<file path="src/tspm_consts.svh">
// Register offsets, field positions, reset values and probe codes for the
// test signal probe mux. Assumes an 8-bit data, 4-bit address register port.
`ifndef TSPM_CONSTS_SVH
`define TSPM_CONSTS_SVH

`define TSPM_ADDR_W 4
`define TSPM_DATA_W 8

`define TSPM_ADDR_ANALOG_SEL 4'h0
`define TSPM_ADDR_DIGITAL_SEL 4'h1
`define TSPM_ADDR_MULTIFUNCTION_OUT_PIN_SRC 4'h2
`define TSPM_ADDR_STATUS 4'h3

`define TSPM_RST_ANALOG_SEL 5'h00
`define TSPM_RST_DIGITAL_CODE 7'h00
`define TSPM_RST_ROUTE 1'b0
`define TSPM_RST_MULTIFUNCTION_OUT_PIN_SRC 3'h0

`define TSPM_ROUTE_BIT 7
`define TSPM_ST_PIN_BIT 0
`define TSPM_ST_PROBE_BIT 1
`define TSPM_ST_ANA_RSV_BIT 2
`define TSPM_ST_DIG_UNDEF_BIT 3

`define TSPM_ANALOG_LAST_CODE 5'h0C

`define TSPM_DCODE_NONE 8'h00
`define TSPM_DCODE_RX_DATA 8'hF4
`define TSPM_DCODE_RX_VALID 8'hE4
`define TSPM_DCODE_RX_COLL 8'hD4
`define TSPM_DCODE_SER_CLK 8'hC4
`define TSPM_DCODE_RD_SYNC 8'hB5
`define TSPM_DCODE_WR_SYNC 8'hA5
`define TSPM_DCODE_CORE_CLK 8'h96

`define TSPM_SRC_LOW 3'h0
`define TSPM_SRC_HIGH 3'h1
`define TSPM_SRC_ENVELOPE 3'h2
`define TSPM_SRC_TX_NRZ 3'h3
`define TSPM_SRC_MANCH_SUBC 3'h4
`define TSPM_SRC_MANCH 3'h5

`endif

</file>
<file path="src/tspm_pkg.sv">
// Types shared by the test signal probe mux files.
// Assumes the constants header is included beside it.
package tspm_pkg;

  typedef enum logic [3:0] {
    TSPM_DP_NORMAL,
    TSPM_DP_RX_DATA,
    TSPM_DP_RX_VALID,
    TSPM_DP_RX_COLL,
    TSPM_DP_SER_CLK,
    TSPM_DP_RD_SYNC,
    TSPM_DP_WR_SYNC,
    TSPM_DP_CORE_CLK,
    TSPM_DP_UNDEFINED
  } tspm_dprobe_t;

  typedef struct packed {
    logic rx_data;
    logic rx_valid;
    logic rx_coll;
    logic serial_clk;
    logic rd_sync;
    logic wr_sync;
    logic core_clk;
  } tspm_probe_t;

  typedef struct packed {
    logic envelope;
    logic tx_nrz;
    logic manch_subc;
    logic manch;
  } tspm_normal_t;

  typedef struct packed {
    logic [3:0] addr;
    logic [7:0] wdata;
    logic wr;
    logic rd;
  } tspm_bus_t;

endpackage : tspm_pkg

</file>
<file path="src/tspm_normal_src.sv">
// Normal source selector of the multifunction output pin.
// Purely combinational; the top registers the result.
`timescale 1ns/10ps
`default_nettype none
`include "tspm_consts.svh"

module tspm_normal_src
  import tspm_pkg::*;
(
  input wire logic [2:0] src_sel_in,
  input wire tspm_normal_t sigs_in,
  output logic level_out
);

  always_comb begin
    case (src_sel_in)
      `TSPM_SRC_LOW: level_out = 1'b0;
      `TSPM_SRC_HIGH: level_out = 1'b1;
      `TSPM_SRC_ENVELOPE: level_out = sigs_in.envelope;
      `TSPM_SRC_TX_NRZ: level_out = sigs_in.tx_nrz;
      `TSPM_SRC_MANCH_SUBC: level_out = sigs_in.manch_subc;
      `TSPM_SRC_MANCH: level_out = sigs_in.manch;
      // Reserved codes hold the pin low
      default: level_out = 1'b0;
    endcase
  end

endmodule : tspm_normal_src
`default_nettype wire

</file>
<file path="src/tspm_dprobe_dec.sv">
// Decoder of the digital probe selection into a probe kind and a level.
// Purely combinational; the top registers the result.
`timescale 1ns/10ps
`default_nettype none
`include "tspm_consts.svh"

module tspm_dprobe_dec
  import tspm_pkg::*;
(
  input wire logic route_in,
  input wire logic [6:0] code_in,
  input wire tspm_probe_t probes_in,
  input wire logic normal_level_in,
  output tspm_dprobe_t kind_out,
  output logic level_out
);

  function automatic tspm_dprobe_t decode(input logic route,
                                          input logic [6:0] code);
    tspm_dprobe_t k;
    k = TSPM_DP_UNDEFINED;
    if (!route || code == 7'(`TSPM_DCODE_NONE)) begin
      k = TSPM_DP_NORMAL;
    end else begin
      case ({route, code})
        `TSPM_DCODE_RX_DATA: k = TSPM_DP_RX_DATA;
        `TSPM_DCODE_RX_VALID: k = TSPM_DP_RX_VALID;
        `TSPM_DCODE_RX_COLL: k = TSPM_DP_RX_COLL;
        `TSPM_DCODE_SER_CLK: k = TSPM_DP_SER_CLK;
        `TSPM_DCODE_RD_SYNC: k = TSPM_DP_RD_SYNC;
        `TSPM_DCODE_WR_SYNC: k = TSPM_DP_WR_SYNC;
        `TSPM_DCODE_CORE_CLK: k = TSPM_DP_CORE_CLK;
        default: k = TSPM_DP_UNDEFINED;
      endcase
    end
    return k;
  endfunction : decode

  always_comb begin
    kind_out = decode(route_in, code_in);
    case (kind_out)
      TSPM_DP_NORMAL: level_out = normal_level_in;
      TSPM_DP_RX_DATA: level_out = probes_in.rx_data;
      TSPM_DP_RX_VALID: level_out = probes_in.rx_valid;
      TSPM_DP_RX_COLL: level_out = probes_in.rx_coll;
      TSPM_DP_SER_CLK: level_out = probes_in.serial_clk;
      TSPM_DP_RD_SYNC: level_out = probes_in.rd_sync;
      TSPM_DP_WR_SYNC: level_out = probes_in.wr_sync;
      TSPM_DP_CORE_CLK: level_out = probes_in.core_clk;
      // Production test codes drive the pin low
      default: level_out = 1'b0;
    endcase
  end

endmodule : tspm_dprobe_dec
`default_nettype wire

</file>
<file path="src/tspm_top.sv">
// Test signal probe mux: analog node select for the auxiliary analog pin
// and digital probe routing onto the multifunction output pin.
// Assumes all probe inputs are synchronous to SYS_CLK_IN and a register
// master that keeps strobes one cycle long and never both at once.
// Reserved analog and undefined digital codes are flagged in the status register, never refused.
`timescale 1ns/10ps
`default_nettype none
`include "tspm_consts.svh"

module tspm_top
  import tspm_pkg::*;
(
  input wire logic SYS_CLK_IN,
  input wire logic ARST_N_IN,
  input wire logic [3:0] REG_ADDR_IN,
  input wire logic [7:0] REG_WDATA_IN,
  input wire logic REG_WR_IN,
  input wire logic REG_RD_IN,
  output logic [7:0] REG_RDATA_OUT,
  input wire logic RX_DATA_IN,
  input wire logic RX_VALID_IN,
  input wire logic RX_COLL_IN,
  input wire logic SERIAL_CLK_IN,
  input wire logic RD_SYNC_IN,
  input wire logic WR_SYNC_IN,
  input wire logic CORE_CLK_IN,
  input wire logic ENVELOPE_IN,
  input wire logic TX_NRZ_IN,
  input wire logic MANCH_SUBC_IN,
  input wire logic MANCH_IN,
  output logic MULTIFUNCTION_OUT_PIN_OUT,
  output logic [4:0] ANALOG_PROBE_CODE_OUT,
  output logic ANALOG_PROBE_VALID_OUT
);

  // Bus request bundle
  tspm_bus_t bus;
  assign bus.addr = REG_ADDR_IN;
  assign bus.wdata = REG_WDATA_IN;
  assign bus.wr = REG_WR_IN;
  assign bus.rd = REG_RD_IN;

  // Digital probe sources
  tspm_probe_t probes;
  assign probes.rx_data = RX_DATA_IN;
  assign probes.rx_valid = RX_VALID_IN;
  assign probes.rx_coll = RX_COLL_IN;
  assign probes.serial_clk = SERIAL_CLK_IN;
  assign probes.rd_sync = RD_SYNC_IN;
  assign probes.wr_sync = WR_SYNC_IN;
  assign probes.core_clk = CORE_CLK_IN;

  // Normal pin sources
  tspm_normal_t normal_sigs;
  assign normal_sigs.envelope = ENVELOPE_IN;
  assign normal_sigs.tx_nrz = TX_NRZ_IN;
  assign normal_sigs.manch_subc = MANCH_SUBC_IN;
  assign normal_sigs.manch = MANCH_IN;

  function automatic logic hit(input logic [3:0] addr,
                               input logic [3:0] offset);
    return addr == offset;
  endfunction : hit

  function automatic logic analog_reserved(input logic [4:0] code);
    return code > `TSPM_ANALOG_LAST_CODE;
  endfunction : analog_reserved

  // Selection registers
  logic [4:0] analog_probe_code_r;
  logic [4:0] analog_probe_code_nxt;
  logic route_digital_probe_bit_r;
  logic route_digital_probe_bit_nxt;
  logic [6:0] digital_probe_code_r;
  logic [6:0] digital_probe_code_nxt;
  logic [2:0] multifunction_out_source_r;
  logic [2:0] multifunction_out_source_nxt;

  // Sticky flags for codes that software should not have written
  logic ana_rsv_flag_r;
  logic ana_rsv_flag_nxt;
  logic dig_undef_flag_r;
  logic dig_undef_flag_nxt;

  // Registered outputs
  logic pin_r;
  logic pin_nxt;
  logic probe_active_r;
  logic probe_active_nxt;
  logic [4:0] ana_out_r;
  logic [4:0] ana_out_nxt;
  logic ana_valid_r;
  logic ana_valid_nxt;
  logic [7:0] rdata_r;
  logic [7:0] rdata_nxt;

  logic normal_level;
  tspm_dprobe_t probe_kind;
  logic probe_level;

  // Pin source selection
  tspm_normal_src u_normal_src (
    .src_sel_in(multifunction_out_source_r),
    .sigs_in(normal_sigs),
    .level_out(normal_level)
  );

  tspm_dprobe_dec u_dprobe_dec (
    .route_in(route_digital_probe_bit_r),
    .code_in(digital_probe_code_r),
    .probes_in(probes),
    .normal_level_in(normal_level),
    .kind_out(probe_kind),
    .level_out(probe_level)
  );

  // Analog node select register
  always_comb begin
    analog_probe_code_nxt = analog_probe_code_r;
    if (bus.wr && hit(bus.addr, `TSPM_ADDR_ANALOG_SEL)) begin
      analog_probe_code_nxt = bus.wdata[4:0];
    end
  end

  always_ff @(posedge SYS_CLK_IN or negedge ARST_N_IN) begin
    if (!ARST_N_IN) begin
      analog_probe_code_r <= `TSPM_RST_ANALOG_SEL;
    end else begin
      analog_probe_code_r <= analog_probe_code_nxt;
    end
  end

  // Digital probe select register: route bit above the code
  always_comb begin
    route_digital_probe_bit_nxt = route_digital_probe_bit_r;
    digital_probe_code_nxt = digital_probe_code_r;
    if (bus.wr && hit(bus.addr, `TSPM_ADDR_DIGITAL_SEL)) begin
      route_digital_probe_bit_nxt = bus.wdata[`TSPM_ROUTE_BIT];
      digital_probe_code_nxt = bus.wdata[6:0];
    end
  end

  always_ff @(posedge SYS_CLK_IN or negedge ARST_N_IN) begin
    if (!ARST_N_IN) begin
      route_digital_probe_bit_r <= `TSPM_RST_ROUTE;
      digital_probe_code_r <= `TSPM_RST_DIGITAL_CODE;
    end else begin
      route_digital_probe_bit_r <= route_digital_probe_bit_nxt;
      digital_probe_code_r <= digital_probe_code_nxt;
    end
  end

  // Normal source select register
  always_comb begin
    multifunction_out_source_nxt = multifunction_out_source_r;
    if (bus.wr && hit(bus.addr, `TSPM_ADDR_MULTIFUNCTION_OUT_PIN_SRC)) begin
      multifunction_out_source_nxt = bus.wdata[2:0];
    end
  end

  always_ff @(posedge SYS_CLK_IN or negedge ARST_N_IN) begin
    if (!ARST_N_IN) begin
      multifunction_out_source_r <= `TSPM_RST_MULTIFUNCTION_OUT_PIN_SRC;
    end else begin
      multifunction_out_source_r <= multifunction_out_source_nxt;
    end
  end

  // Status write; ones clear the sticky misuse flags
  logic status_clr;
  assign status_clr = bus.wr && hit(bus.addr, `TSPM_ADDR_STATUS);

  // Reserved analog code flag; a new event beats a clear
  always_comb begin
    ana_rsv_flag_nxt = ana_rsv_flag_r;
    if (status_clr && bus.wdata[`TSPM_ST_ANA_RSV_BIT]) begin
      ana_rsv_flag_nxt = 1'b0;
    end
    if (analog_reserved(analog_probe_code_r)) begin
      ana_rsv_flag_nxt = 1'b1;
    end
  end

  always_ff @(posedge SYS_CLK_IN or negedge ARST_N_IN) begin
    if (!ARST_N_IN) begin
      ana_rsv_flag_r <= 1'b0;
    end else begin
      ana_rsv_flag_r <= ana_rsv_flag_nxt;
    end
  end

  // Undefined digital code flag; a new event beats a clear
  always_comb begin
    dig_undef_flag_nxt = dig_undef_flag_r;
    if (status_clr && bus.wdata[`TSPM_ST_DIG_UNDEF_BIT]) begin
      dig_undef_flag_nxt = 1'b0;
    end
    if (probe_kind == TSPM_DP_UNDEFINED) begin
      dig_undef_flag_nxt = 1'b1;
    end
  end

  always_ff @(posedge SYS_CLK_IN or negedge ARST_N_IN) begin
    if (!ARST_N_IN) begin
      dig_undef_flag_r <= 1'b0;
    end else begin
      dig_undef_flag_r <= dig_undef_flag_nxt;
    end
  end

  // Pin level, one cycle behind the selection
  always_comb begin
    pin_nxt = probe_level;
  end

  always_ff @(posedge SYS_CLK_IN or negedge ARST_N_IN) begin
    if (!ARST_N_IN) begin
      pin_r <= 1'b0;
    end else begin
      pin_r <= pin_nxt;
    end
  end

  // Probe active status, beside the pin level
  always_comb begin
    probe_active_nxt = probe_kind != TSPM_DP_NORMAL;
  end

  always_ff @(posedge SYS_CLK_IN or negedge ARST_N_IN) begin
    if (!ARST_N_IN) begin
      probe_active_r <= 1'b0;
    end else begin
      probe_active_r <= probe_active_nxt;
    end
  end

  // Analog select outputs; reserved codes pass with valid low
  always_comb begin
    ana_out_nxt = analog_probe_code_r;
    ana_valid_nxt = !analog_reserved(analog_probe_code_r);
  end

  always_ff @(posedge SYS_CLK_IN or negedge ARST_N_IN) begin
    if (!ARST_N_IN) begin
      ana_out_r <= `TSPM_RST_ANALOG_SEL;
      ana_valid_r <= 1'b1;
    end else begin
      ana_out_r <= ana_out_nxt;
      ana_valid_r <= ana_valid_nxt;
    end
  end

  // Status word as software sees it
  logic [7:0] status_word;
  always_comb begin
    status_word = 8'h00;
    status_word[`TSPM_ST_PIN_BIT] = pin_r;
    status_word[`TSPM_ST_PROBE_BIT] = probe_active_r;
    status_word[`TSPM_ST_ANA_RSV_BIT] = ana_rsv_flag_r;
    status_word[`TSPM_ST_DIG_UNDEF_BIT] = dig_undef_flag_r;
  end

  // Read data, valid only in the cycle after the read strobe
  always_comb begin
    rdata_nxt = 8'h00;
    if (bus.rd) begin
      case (bus.addr)
        `TSPM_ADDR_ANALOG_SEL: rdata_nxt = {3'h0, analog_probe_code_r};
        `TSPM_ADDR_DIGITAL_SEL: begin
          rdata_nxt = {route_digital_probe_bit_r, digital_probe_code_r};
        end
        `TSPM_ADDR_MULTIFUNCTION_OUT_PIN_SRC: rdata_nxt = {5'h00, multifunction_out_source_r};
        `TSPM_ADDR_STATUS: rdata_nxt = status_word;
        default: rdata_nxt = 8'h00;
      endcase
    end
  end

  always_ff @(posedge SYS_CLK_IN or negedge ARST_N_IN) begin
    if (!ARST_N_IN) begin
      rdata_r <= 8'h00;
    end else begin
      rdata_r <= rdata_nxt;
    end
  end

  assign MULTIFUNCTION_OUT_PIN_OUT = pin_r;
  assign ANALOG_PROBE_CODE_OUT = ana_out_r;
  assign ANALOG_PROBE_VALID_OUT = ana_valid_r;
  assign REG_RDATA_OUT = rdata_r;

endmodule : tspm_top
`default_nettype wire

</file>
<file path="config.mk">
export PLATFORM = sky130hd
export DESIGN_NAME = tspm_top
export DESIGN_NICKNAME = d
export VERILOG_FILES = /design/src/tspm_pkg.sv /design/src/tspm_normal_src.sv /design/src/tspm_dprobe_dec.sv /design/src/tspm_top.sv
export VERILOG_INCLUDE_DIRS = /design/src
export SDC_FILE = /design/constraint.sdc
export NUM_CORES = 1
export LEC_CHECK = 0
export ABC_AREA = 0
export BUFFER_PORTS_ARGS = -buffer_cell sky130_fd_sc_hd__clkbuf_2
export CAP_MARGIN = 20
export CELL_PAD_IN_SITES_DETAIL_PLACEMENT = 1
export CELL_PAD_IN_SITES_GLOBAL_PLACEMENT = 2
export CORE_MARGIN = 2
export CORE_UTILIZATION = 31
export DETAILED_ROUTE_END_ITERATION = 8
export PLACE_DENSITY = 0.72
export SLEW_MARGIN = 20
export SYNTH_ARGS = -nofsm -noshare
export SYNTH_HDL_FRONTEND = slang
export SYNTH_HIERARCHICAL = 1
export SYNTH_SLANG_ARGS = --single-unit
export TNS_END_PERCENT = 30
</file>
<file path="constraint.sdc">
create_clock -name SYS_CLK_IN -period 1.72 [get_ports SYS_CLK_IN]
set_input_delay 0.086 -clock SYS_CLK_IN [delete_from_list [all_inputs] [get_ports SYS_CLK_IN]]
set_output_delay 0.086 -clock SYS_CLK_IN [all_outputs]
set_load 0.1 [all_outputs]
</file>
Yosys cells after proc, flatten, opt, wreduce, memory -nomap -nowiden
Index checks and enable logic that the tools add are counted.
{"block": "totals", "ff_bits": 34, "out_inout_bits": 15, "wordCells": 60}
{"block": "op_classes", "n_lt_le_gt_ge": 1, "eq_ne": 23, "n_mux": 10, "n_reduce_logical": 15}
{"cell": "equality test 8 bit, second input constant", "count": 7}
{"cell": "one-hot mux 8 bit (4 select lines)", "count": 1}
{"cell": "one-hot mux 4 bit (7 select lines)", "count": 1}
{"cell": "equality test 4 x 2 -> 1 bit, second input constant", "count": 4}
{"cell": "equality test 4 x 3 -> 1 bit, second input constant", "count": 4}
{"cell": "equality test 4 x 1 -> 1 bit, second input constant", "count": 2}
{"cell": "logical NOT 4 bit", "count": 2}
{"cell": "two-way mux 8 bit", "count": 1}
{"cell": "one-hot mux 1 bit (8 select lines)", "count": 1}
{"cell": "logical NOT 7 bit", "count": 1}
{"cell": "equality test 3 x 2 -> 1 bit, second input constant", "count": 2}
{"cell": "equality test 3 bit, second input constant", "count": 2}
{"cell": "logical AND 1 bit", "count": 6}
{"cell": "> comparator 5 x 4 -> 1 bit, second input constant", "count": 1}
{"cell": "one-hot mux 1 bit (5 select lines)", "count": 1}
{"cell": "equality test 4 bit, second input constant", "count": 1}
{"cell": "two-way mux 1 bit", "count": 4}
{"cell": "two-way mux 4 bit", "count": 1}
{"cell": "nonzero test 2 bit", "count": 2}
{"cell": "nonzero test 4 bit", "count": 1}
{"cell": "equality test 3 x 1 -> 1 bit, second input constant", "count": 1}
{"cell": "logical NOT 1 bit", "count": 2}
{"cell": "logical OR 1 bit", "count": 1}

Depth between registers and ports, before layout
Gate-level depths: netlist of the first run.
{"block": "logic_depth", "ltp_word": 5, "depth_mapped": 8, "ltp_nobuf": 7}

Modules after synthesis
The synthesis of the first run kept the hierarchy.
{"module": "tspm_top", "n_inst": 1, "cells_per_inst": 94, "area_per_inst_um2": 1332.5, "seq_area_each_um2": 852.1}
{"module": "tspm_dprobe_dec", "n_inst": 1, "cells_per_inst": 44, "area_per_inst_um2": 400.4, "seq_area_each_um2": 0.0}
{"module": "tspm_normal_src", "n_inst": 1, "cells_per_inst": 6, "area_per_inst_um2": 40.0, "seq_area_each_um2": 0.0}

Worst setup path after synthesis of the first run
OpenSTA, ideal clock, no wires.
{"block": "synth_path", "path_kind": "register to register", "from": "register digital_probe_code_r[5]", "to": "register pin_r, in the netlist MULTIFUNCTION_OUT_PIN_OUT", "setup_ns": 0.132, "arrival_ns": 1.703, "required_ns": 1.588, "slack_ns": -0.115, "stages_incl_launch_ff": 7, "path_cell_list": "dfrtp_1 buf_2 and4bb_4 o31ai_1 mux2_2 a221oi_2 o22ai_1"}
{"block": "synth_via", "elab_chain_len": 5, "elab_cells_between_ends": 20}
{"item": "start: declaration", "line": "tspm_top.sv:74", "source": "logic [6:0] digital_probe_code_r;"}
{"item": "start signal: assignment", "line": "tspm_top.sv:146", "source": "digital_probe_code_r <= `TSPM_RST_DIGITAL_CODE;"}
{"item": "start signal: assignment", "line": "tspm_top.sv:149", "source": "digital_probe_code_r <= digital_probe_code_nxt;"}
{"item": "equality test 8 bit or logical NOT 7 bit (tied branches)", "line": "tspm_dprobe_dec.sv:25, tspm_dprobe_dec.sv:22"}
{"item": "one-hot mux 4 bit (7 select lines) or logical OR 1 bit (tied branches)", "line": "tspm_dprobe_dec.sv:25, tspm_dprobe_dec.sv:22"}
{"item": "two-way mux 4 bit *", "line": "tspm_dprobe_dec.sv:22", "source": "if (!route || code == 7'(`TSPM_DCODE_NONE)) begin"}
{"item": "equality test 4 x 3 -> 1 bit (tied with other cells)", "line": "tspm_dprobe_dec.sv:41", "source": "case (kind_out)"}
{"item": "one-hot mux 1 bit (8 select lines) *", "line": "tspm_dprobe_dec.sv:41"}
{"item": "net pin_nxt", "line": "tspm_top.sv:87", "source": "logic pin_nxt;"}
{"item": "end signal: assignment", "line": "tspm_top.sv:220", "source": "pin_r <= pin_nxt;"}
{"item": "end: declaration", "line": "tspm_top.sv:86", "source": "logic pin_r;"}
Mark *: on every way through the listed nets, which the timed path passes. The rest lies on a longest branch.
A chain may end at the register's enable or synchronous reset.

Worst setup path in the final report of the first run
{"block": "layout_path", "from": "register digital_probe_code_r[0]", "to": "register pin_r, in the netlist MULTIFUNCTION_OUT_PIN_OUT"}
Same word-level chain as after synthesis.

==> metrics.cfg, run 1 <==
[outcome]
status=complete, but fails checks
failed_checks=negative setup slack

[global_route]
grt_pass1_vias=1489
grt-ovfl-total=0
grt.total_usage=0.152
grt_pass1_wl_um=7370
grt_max_degree=19
antenna_found_initial=0

[layout]
final_common_cell=clkbuf_2
fin_area_um2=2340
area_delta_synth_final_pct=32.0
nets=232
num_antenna_cells=0
final_core_utilization=0.425
mostFrequentLayoutCells=clkbuf_2 (41), dfrtp_1 (28), mux2_2 (17), buf_4 (17)
drive_gt1_frac=0.544

[timing]
finalHoldViolations=0
finalCriticalPeriod_ns=1.73
final-setup-viol-count=1
fin_crit_sh=1.01
clock_skew_ns=0.00879
finalWorstSetupSlack_ns=-0.0132
tightest_slew_ns=0.543
rsz0062_at_grt=yes
worst_hold_slack_ns=0.0461
relSlewSlack=0.639
max_freq_mhz=577
maxSlewViolCount=0

[floorplan]
die_area_um2=6340
num_rows=27
die-width_um=79.6
start_util=0.322
core_area_um2=5510
ios=42
die_h_um=79.6

[yosys]
synth_area_um2=1770
synth.avg_cell_area_um2=12.3
synth-main-ff-cell=dfrtp_1
ys_seq_area_frac=0.481
postSynthRegisterBits=34
async_flop_share=1.00
ys_warn_count=6
synth_edf_count=0
syn_inst=144
synth_nets=171
synth_cell_types=49

[power]
cellLeakagePower_nw=1.07
pwr-share-comb=0.387
p_int_mw=1.71
switching_share=0.392
peakVddDrop_v=0.000447
seq_power_share=0.399
power_frac_clock=0.214
p_per_area_nw_per_um2=1210
switchingPower_mw=1.11

[worst_setup_path]
reg2reg_setup_slack_ns=-0.01
critPathArrivalTime_ns=1.89
cp_num_buf_inv=1
crit_chain=buf_12 -> nor3b_4 -> o31ai_4 -> mux2_4 -> a221oi_2 -> o22ai_1
cp.required_ns=1.88
r2r_start=digital_probe_code_r[0]
end_kind=flip-flop
crit_start=digital_probe_code_r[0]
slowest_delay_ns=0.49
path_class=reg2reg
critPathTopFamily=flip-flops
critPathLaunchType=flip-flop
slowest_stage=dfrtp_2
crit_path_max_fanout=7

[clock_network]
clk_pin_slew_worst_paths_ns=0.06
clock-sinks=34
cts_tree=done
clk_path_buf_depth=2
root_buffer=clkbuf_8
htree_num_levels=2
cts_buffers=5
clk_latency_ns=0.28

[drt]
wirelength_um=4440
firstDrtPassIters=4
drc=0
avgViaCountPerCell=4.92
via_count=1367
ant_nets=0
wl_per_cell_um=16.0
drt_iter0_drc=34

[place]
dpl_cell_area_um2=2170
dp_hpwl_um=3520
io_buffer_count=41
gp_congestion=0.793
place_ws_ns=-0.107

[worst_hold_path]
min_from=REG_WDATA_IN[7]
hold_path.class=in2reg

[flow_run]
max-cap-violations=0

[synthesized netlist by cell type, types with 2 or more instances]
master / n / area, µm²
clkbuf_1: 2 / 7.51
nand3_1: 3 / 15.0
nor3b_1: 2 / 15.0
nor2_1: 7 / 26.3
and2_2: 2 / 15.0
o21ai_0: 3 / 15.0
dfrtp_1: 33 / 826
a221oi_2: 2 / 30.0
mux2_2: 19 / 214
a21oi_1: 2 / 10.0
buf_6: 2 / 22.5
or3b_1: 4 / 35.0
nor3_1: 4 / 20.0
nand3b_1: 5 / 37.5
and3b_1: 2 / 17.5
mux2i_1: 7 / 70.1
inv_1: 2 / 7.51
nand2b_1: 2 / 12.5
o22a_1: 3 / 26.3
o22ai_1: 2 / 12.5
nand2_1: 5 / 18.8
and2_1: 4 / 25.0
[cell type report]
class / count / area, µm²
well taps: 72 / 90.1
fillers: 615 / 3170
inverters: 2 / 7.51
clock buffers: 7 / 86.3
flip-flops and latches: 34 / 858
repair buffers: 61 / 374
multi-input cells: 101 / 918
clock inverters: 1 / 5.00
[path summary, 6_finish.rpt]
check / endpoint / depth (start not counted)
min: route_digital_probe_bit_r / 2
min in group asynchronous: ana_out_nxt[0] / 2
max in group asynchronous: digital_probe_code_r[6] / 3
max: MULTIFUNCTION_OUT_PIN_OUT / 6
max reg2reg: MULTIFUNCTION_OUT_PIN_OUT / 6
min reg2reg: ANALOG_PROBE_CODE_OUT[0] / 0
[sequential cells by signal, summed over array words and instances (netlist names), 3 cells and up]
register                    flops
multifunction_out_source_r      3
digital_probe_code_r            7
ana_out_nxt                     5
ANALOG_PROBE_CODE_OUT           5
REG_RDATA_OUT                   8
[cell families (layout without fill, tap and decap cells)]
logic type,Yosys count,in the layout,synth area share
AO/OA/AOI/OAI,20,20,0.0953
XOR/XNOR,1,1,0.00918
buffers and inverters,9,71,0.0303
flip-flops,34,34,0.481
multiplexers,26,26,0.160
AND/OR/NAND/NOR,54,54,0.224
[layer usage]
layer	wire, µm	vias up	GRT usage
li1	-	657	-
met1	1900	674	0.179
met2	2310	30	0.271
met3	179	6	0.0385
met4	50	0	0.0414
met5	0	-	0
[through the flow]
| step | std cells | total power, mW | setup TNS (ns) |
|---|---|---|---|
| floorplan | 144 | 1.88 | 0 |
| global placement | 266 | 2.13 | -0.0731 |
| detailed placement | 266 | 2.17 | -0.196 |
| CTS | 278 | 2.84 | -0.0205 |
| global route | 278 | 2.98 | -0.147 |
| finish | 278 | 2.82 | -0.0132 |
[power groups by stage]
stage	Combinational (mW)	Clock (mW)	Sequential [mW]
6_report	1.09	0.604	1.13
3_3_place_gp	1.01	0	1.12
5_1_grt	1.15	0.666	1.16
2_1_floorplan	0.464	0	1.42
3_5_place_dp	1.03	0	1.14
4_1_cts	1.09	0.626	1.12
[repair_timing]
action,CTS,global route
gates resized for setup,7,4
pin swaps,7,3
setup buffers,3,0
hold buffers,1,0
endpoints found under the setup margin,3,3
hold endpoints to repair,15,0
Power figures use the tool's default switching activity.
==> run 2, diff against run 1 <==
BUFFER_PORTS_ARGS = unset   (was -buffer_cell sky130_fd_sc_hd__clkbuf_2)
CAP_MARGIN = 40   (was 20)
CORE_UTILIZATION = 35   (was 31)
DONT_BUFFER_PORTS = 1   (was unset)
PLACE_DENSITY = 0.71   (was 0.72)
SYNTH_HIERARCHICAL = unset   (was 1)
==> run 2 against run 1 <==
The flow still finishes with violations (negative setup slack). Critical endpoint unchanged. Synthesized cell count shrank 2.1%. Highest routed layer unchanged. Setup slack lost 0.033 ns. Area after synthesis shrank 8.3%. Cell count shrank 15%. Sequential power is essentially flat. Clock power grew 19%.
==> metrics.cfg, run 2 <==
[worst_setup_path]
crit_path_max_fanout=6  ; -1
critPathTopFamily=compound AO/OA/AOI/OAI gates
slowest_delay_ns=0.44  ; -0.05 ns
end_kind=flip-flop
path_depth=5  ; -1
crit_chain=or3_4 -> o41ai_4 -> o21ai_1 -> a311o_1 -> o211ai_1
cp.required_ns=1.93  ; +0.05 ns
critPathArrivalTime_ns=1.98  ; +0.09 ns
ff2ff_path_depth=5  ; -1
cp_num_buf_inv=0  ; -1
slowest_stage=dfrtp_2
path_class=reg2reg
critPathLaunchType=flip-flop

[place]
gp_congestion=0.845  ; +6.7%
place_inst=215  ; -19%
io_buffer_count=0  ; -100%
dp_hpwl_um=3160  ; -10%
place_ws_ns=-0.0584  ; +0.0490 ns

[floorplan]
die-width_um=72.1  ; -9.4%
num_rows=24  ; -11%
die_area_um2=5200  ; -18%
core_area_um2=4410  ; -20%
die_h_um=72.1  ; -9.4%
ios=42  ; unchanged
start_util=0.368  ; +0.0462

[timing]
finalCriticalPeriod_ns=1.77  ; +0.0329 ns
maxSlewViolCount=0  ; unchanged
clock_skew_ns=0.00688  ; -0.00191 ns
final-setup-viol-count=1  ; unchanged
finalHoldViolations=0  ; unchanged
rsz0062_at_grt=yes
max_freq_mhz=566  ; -1.9%
relSlewSlack=0.677  ; +0.0377
fin_crit_sh=1.03  ; +0.0191
worst_hold_slack_ns=0.00706  ; -0.0390 ns
setup_tns_ns=-0.0461  ; -0.0329 ns
tightest_slew_ns=0.485  ; -0.0577 ns
finalWorstSetupSlack_ns=-0.0461  ; -0.0329 ns

[clock_network]
clk_latency_ns=0.29  ; about the same
root_buffer=clkbuf_8
cts_setup_buffers=0  ; -3
htree_num_levels=2  ; unchanged
clock-sinks=34  ; unchanged
clk_path_buf_depth=2  ; unchanged
clk_pin_slew_worst_paths_ns=0.07  ; about the same
cts_tree=done
cts_buffers=5  ; unchanged

[global_route]
grt-ovfl-total=0  ; unchanged
antenna_found_initial=0  ; unchanged
grt_pass1_vias=1388  ; -6.8%
grt_pass1_wl_um=6810  ; -7.6%
grt_max_degree=35  ; +16
grt.total_usage=0.175  ; +0.0233

[layout]
mostFrequentLayoutCells=dfrtp_1 (30), buf_4 (30), mux2_2 (16)
nets=209  ; -9.9%
drive_gt1_frac=0.361  ; -0.183
area_delta_synth_final_pct=30.3
fin_cells=235  ; -15%
num_antenna_cells=0  ; unchanged
largest_reg_flops=8  ; unchanged

[drt]
avgViaCountPerCell=5.35  ; +8.8%
drc=0  ; unchanged
firstDrtPassIters=4  ; unchanged
ant_nets=0  ; unchanged
wirelength_um=4220  ; -5.0%
via_count=1257  ; -8.0%
drt_iter0_drc=67  ; +97%
wl_per_cell_um=17.9  ; +12%

[yosys]
yosys-top-cells-area=dfrtp_1 (51%), mux2_2 (11%), a211oi_1 (4.2%)
yosysTopAreaCell=dfrtp_1
synth_cell_types=41  ; -16%
synth_edf_count=0  ; unchanged
synth_top_area_share=0.508  ; +0.0423
ys_seq_area_frac=0.524  ; +0.0437
postSynthRegisterBits=34  ; unchanged
synth_nets=168  ; -1.8%
ys_warn_count=0  ; -6
async_flop_share=1.00  ; unchanged
synth-main-ff-cell=dfrtp_1
synth_common_cells=dfrtp_1 (33), mux2_2 (16), nand2_1 (14)
syn_inst=141  ; -2.1%
synth.avg_cell_area_um2=11.5  ; -6.4%
synth_most_common_cell=dfrtp_1
synth_area_um2=1630  ; -8.3%

[flow_run]
max-cap-violations=0  ; unchanged

[worst_hold_path]
whs_path_depth=3  ; +1
hold_path.class=in2reg

[outcome]
status=complete, but fails checks
failed_checks=negative setup slack

[power]
p_per_area_nw_per_um2=1320  ; +9.7%
cellLeakagePower_nw=0.966  ; -9.3%
p_total_mw=2.80  ; -0.70%
peakVddDrop_v=0.000579  ; +30%

run 2: changes by cell type in the layout (fill, tap and decap cells not counted), sizes merged, moves of 4 or more:
cell / previous run / this run
dlygate4sd3: 1 / 11
and2: 6 / 2
buf: 19 / 31
clkbuf: 48 / 5
nand2: 5 / 14
nor2: 7 / 11
or3b: 6 / 0
a211oi: 1 / 9
run 2: kinds of logic (layout without fill, tap and decap cells):
kind of cell / Yosys count / count (layout) / synth area share
AO/OA/AOI/OAI: 25 / 25 / 0.125
XOR/XNOR: 1 / 1 / 0.00539
buffers and inverters: 10 / 52 / 0.0331
flip-flops: 34 / 34 / 0.524
multiplexers: 22 / 22 / 0.148
AND/OR/NAND/NOR: 49 / 49 / 0.165
run 2: routing by layer:
metal,part of all wire,vias up,global-route usage
li1,-,593,-
met1,0.44,626,0.215
met2,0.49,31,0.298
met3,0.050,7,0.0431
met4,0.014,0,0.0629
met5,0,-,0
run 2: repair_timing:
item	CTS	global route
hold buffers	12	0
endpoints found under the setup margin	1	1
gates resized for setup	0	4
endpoints found under the hold margin	60	0
run 2: final timing paths:
check                                        start                   endpoint  slack, ns
setup / recovery           digital_probe_code_r[0]  MULTIFUNCTION_OUT_PIN_OUT      -0.05
hold / removal                      REG_ADDR_IN[0]           dig_undef_flag_r      0.007
setup reg to reg           digital_probe_code_r[0]  MULTIFUNCTION_OUT_PIN_OUT      -0.05
hold reg to reg                     ana_out_nxt[2]   ANALOG_PROBE_CODE_OUT[2]       0.43
max in group asynchronous                ARST_N_IN     ANALOG_PROBE_VALID_OUT       1.22
min in group asynchronous                ARST_N_IN           REG_RDATA_OUT[0]       0.25
run 2: layout make-up:
cell class	count	area (µm²)
fill	499	2300
sequential	34	856
multi-input combinational	97	726
timing repair buffer	42	355
clock buffer	5	68.8
tap	52	65.1
clock inverter	3	40.0
inverter	2	7.51
run 2: report_power, final:
part	total [mW]	internal (mW)	switching, mW
clock	0.719	0.426	0.293
combinational	0.933	0.361	0.572
sequential	1.15	0.956	0.192
run 2: per-stage QoR:
stage               cell area [µm²]  utilization
floorplan                      1630            -
global placement               1870        0.423
detailed placement             1870        0.423
CTS                            2110        0.478
global route                   2120        0.480
finish                         2120        0.480
run 2: worst register-to-register path, cell delays in order, from the launching register on:
cell      delay [ns]
dfrtp_2         0.44
or3_4           0.41
o41ai_4         0.28
o21ai_1         0.14
a311o_1         0.34
o211ai_1        0.08
==> run 3, diff against run 2 <==
CORE_UTILIZATION = 37   (was 35)
CTS_BUF_LIST = sky130_fd_sc_hd__clkbuf_8   (was unset)
PLACE_DENSITY = 0.74   (was 0.71)
SETUP_SLACK_MARGIN = 0.05   (was unset)
==> run 3 against run 2 <==
Sequential power hardly changed. Die area fell by 5.1%. Clock skew is 0.00054 ns lower. Design area up 0.41%. Largest power group unchanged. Wire length down 4.3%. Highest routed layer unchanged. Largest cell class unchanged. The run now ends clean.
==> metrics.cfg, run 3 (synthesis gave the netlist of run 2 again) <==
[layout]
nets=210  ; +0.48%
largest_reg_flops=8  ; unchanged
fin_area_um2=2130  ; +0.41%
area_delta_synth_final_pct=30.9
drive_gt1_frac=0.364  ; +0.00347
num_antenna_cells=0  ; unchanged
fin_cells=236  ; +0.43%
mostFrequentLayoutCells=dfrtp_1 (31), buf_4 (31), mux2_2 (16)
final_core_utilization=0.495  ; +0.0155

[place]
dpl_cell_area_um2=1880  ; +0.54%
place_inst=216  ; +0.47%
gp_congestion=0.779  ; -7.8%
io_buffer_count=0  ; unchanged
dp_hpwl_um=2930  ; -7.4%
place_ws_ns=-0.111  ; -0.0531 ns

[worst_setup_path]
slowest_stage=dfrtp_1
critPathLaunchType=flip-flop
cp.required_ns=1.87  ; -0.06 ns
r2r_end=MULTIFUNCTION_OUT_PIN_OUT
ff2ff_path_depth=6  ; +1
reg2reg_setup_slack_ns=0.01  ; +0.06 ns
cp_num_buf_inv=1  ; +1
path_class=reg2reg
r2r_start=digital_probe_code_r[1]
slowest_delay_ns=0.40  ; -0.04 ns
end_kind=flip-flop
path_depth=6  ; +1
crit_chain=nor4b_1 -> buf_4 -> a2bb2o_2 -> or3_1 -> a31oi_1 -> o211ai_1
critPathTopFamily=compound AO/OA/AOI/OAI gates
critPathArrivalTime_ns=1.86  ; -0.12 ns
crit_path_max_fanout=4  ; -2

[power]
p_total_mw=2.68  ; -4.2%
pwr-share-comb=0.354  ; +0.021
peakVddDrop_v=0.000772  ; +33%
power_frac_clock=0.217  ; -0.040
switching_share=0.385  ; +0.00789
switchingPower_mw=1.03  ; -2.2%
cellLeakagePower_nw=0.975  ; +0.98%
p_per_area_nw_per_um2=1260  ; -4.6%
seq_power_share=0.428  ; +0.018
p_int_mw=1.65  ; -5.4%

[global_route]
grt.total_usage=0.175  ; +0.000300
use_met3=0.0534  ; +0.0103
antenna_found_initial=0  ; unchanged
grt_pass1_wl_um=6840  ; +0.50%
grt-busiest-layer=met2
grt.met1_usage=0.231  ; +0.0162
grt_pass1_vias=1358  ; -2.2%
grt-ovfl-total=0  ; unchanged
grt_max_degree=35  ; unchanged
use_met2=0.290  ; -0.00730

[outcome]
status=finished, final reports clean

[flow_run]
max-cap-violations=0  ; unchanged

[floorplan]
die-width_um=70.3  ; -2.6%
start_util=0.378  ; +0.0103
die_area_um2=4940  ; -5.1%
core_area_um2=4290  ; -2.7%
num_rows=24  ; unchanged
die_h_um=70.3  ; -2.6%
ios=42  ; unchanged

[drt]
via_count=1252  ; -0.40%
drt_iter0_drc=67  ; unchanged
wirelength_um=4040  ; -4.3%
avgViaCountPerCell=5.31  ; -0.82%
drc=0  ; unchanged
wl_per_cell_um=17.1  ; -4.7%
ant_nets=0  ; unchanged
firstDrtPassIters=4  ; unchanged

[clock_network]
cts_setup_buffers=0  ; unchanged
clk_latency_ns=0.28  ; about the same
root_buffer=clkbuf_8
clock-sinks=34  ; unchanged
cts_tree=done
clk_pin_slew_worst_paths_ns=0.07  ; about the same
clk_path_buf_depth=2  ; unchanged
cts_buffers=5  ; unchanged
htree_num_levels=2  ; unchanged

[timing]
maxSlewViolCount=0  ; unchanged
fin_crit_sh=0.994  ; -0.0332
relSlewSlack=0.670  ; -0.00760
clock_skew_ns=0.00633  ; -0.000543 ns
setup_tns_ns=0  ; +0.0461 ns
finalCriticalPeriod_ns=1.71  ; -0.0571 ns
finalHoldViolations=0  ; unchanged
max_freq_mhz=585  ; +3.3%
final-setup-viol-count=0  ; -1
rsz0062_at_grt=yes
tightest_slew_ns=0.497  ; +0.0114 ns
worst_hold_slack_ns=0.0148  ; +0.00775 ns
finalWorstSetupSlack_ns=0.0110  ; +0.0571 ns

[worst_hold_path]
min_from=REG_ADDR_IN[0]
worstHoldEndpoint=dig_undef_flag_r
whs_path_depth=3  ; unchanged
hold_path.class=in2reg

[run 3: layout make-up]
class,count,area (µm²)
Fill cell,481,2170
Timing Repair Buffer,43,363
Sequential cell,34,855
Multi-Input combinational cell,97,747
Inverter,2,7.51
Clock buffer,6,82.6
Tap cell,52,65.1
Clock inverter,2,7.51
[run 3: worst max path at each step]
stage                                       start                   endpoint
after floorplan           digital_probe_code_r[1]  MULTIFUNCTION_OUT_PIN_OUT
after global placement    digital_probe_code_r[5]  MULTIFUNCTION_OUT_PIN_OUT
after detailed placement  digital_probe_code_r[5]  MULTIFUNCTION_OUT_PIN_OUT
after CTS                 digital_probe_code_r[0]  MULTIFUNCTION_OUT_PIN_OUT
after global routing      digital_probe_code_r[6]  MULTIFUNCTION_OUT_PIN_OUT
final                     digital_probe_code_r[1]  MULTIFUNCTION_OUT_PIN_OUT
[run 3: power groups by stage]
stage	sequential [mW]	combinational [mW]	clock, mW
after floorplan	1.41	0.384	0
after detailed placement	1.16	0.880	0
after global placement	1.15	0.866	0
final	1.15	0.951	0.583
after CTS	1.15	0.941	0.591
after global routing	1.18	1.02	0.626
[run 3: what timing repair did]
action | 4_1_cts | 5_1_grt
endpoints found under the setup margin | 1 | 2
endpoints found under the hold margin | 59 | 0
gates resized for setup | 5 | 3
hold buffers | 12 | 0
[run 3: worst reg2reg max path, delay by kind of cell (launching register included)]
| family | cells | cell delay (ns) |
|---|---|---|
| AND/OR/NAND/NOR | 2 | 0.50 |
| flip-flops | 1 | 0.40 |
| AO/OA/AOI/OAI | 3 | 0.54 |
| buffers and inverters | 1 | 0.14 |
[run 3: routing by layer]
metal / share of wire / vias to the layer above
li1: - / 591
met1: 0.45 / 623
met2: 0.50 / 36
met3: 0.048 / 2
met4: 0.0032 / 0
met5: 0 / -
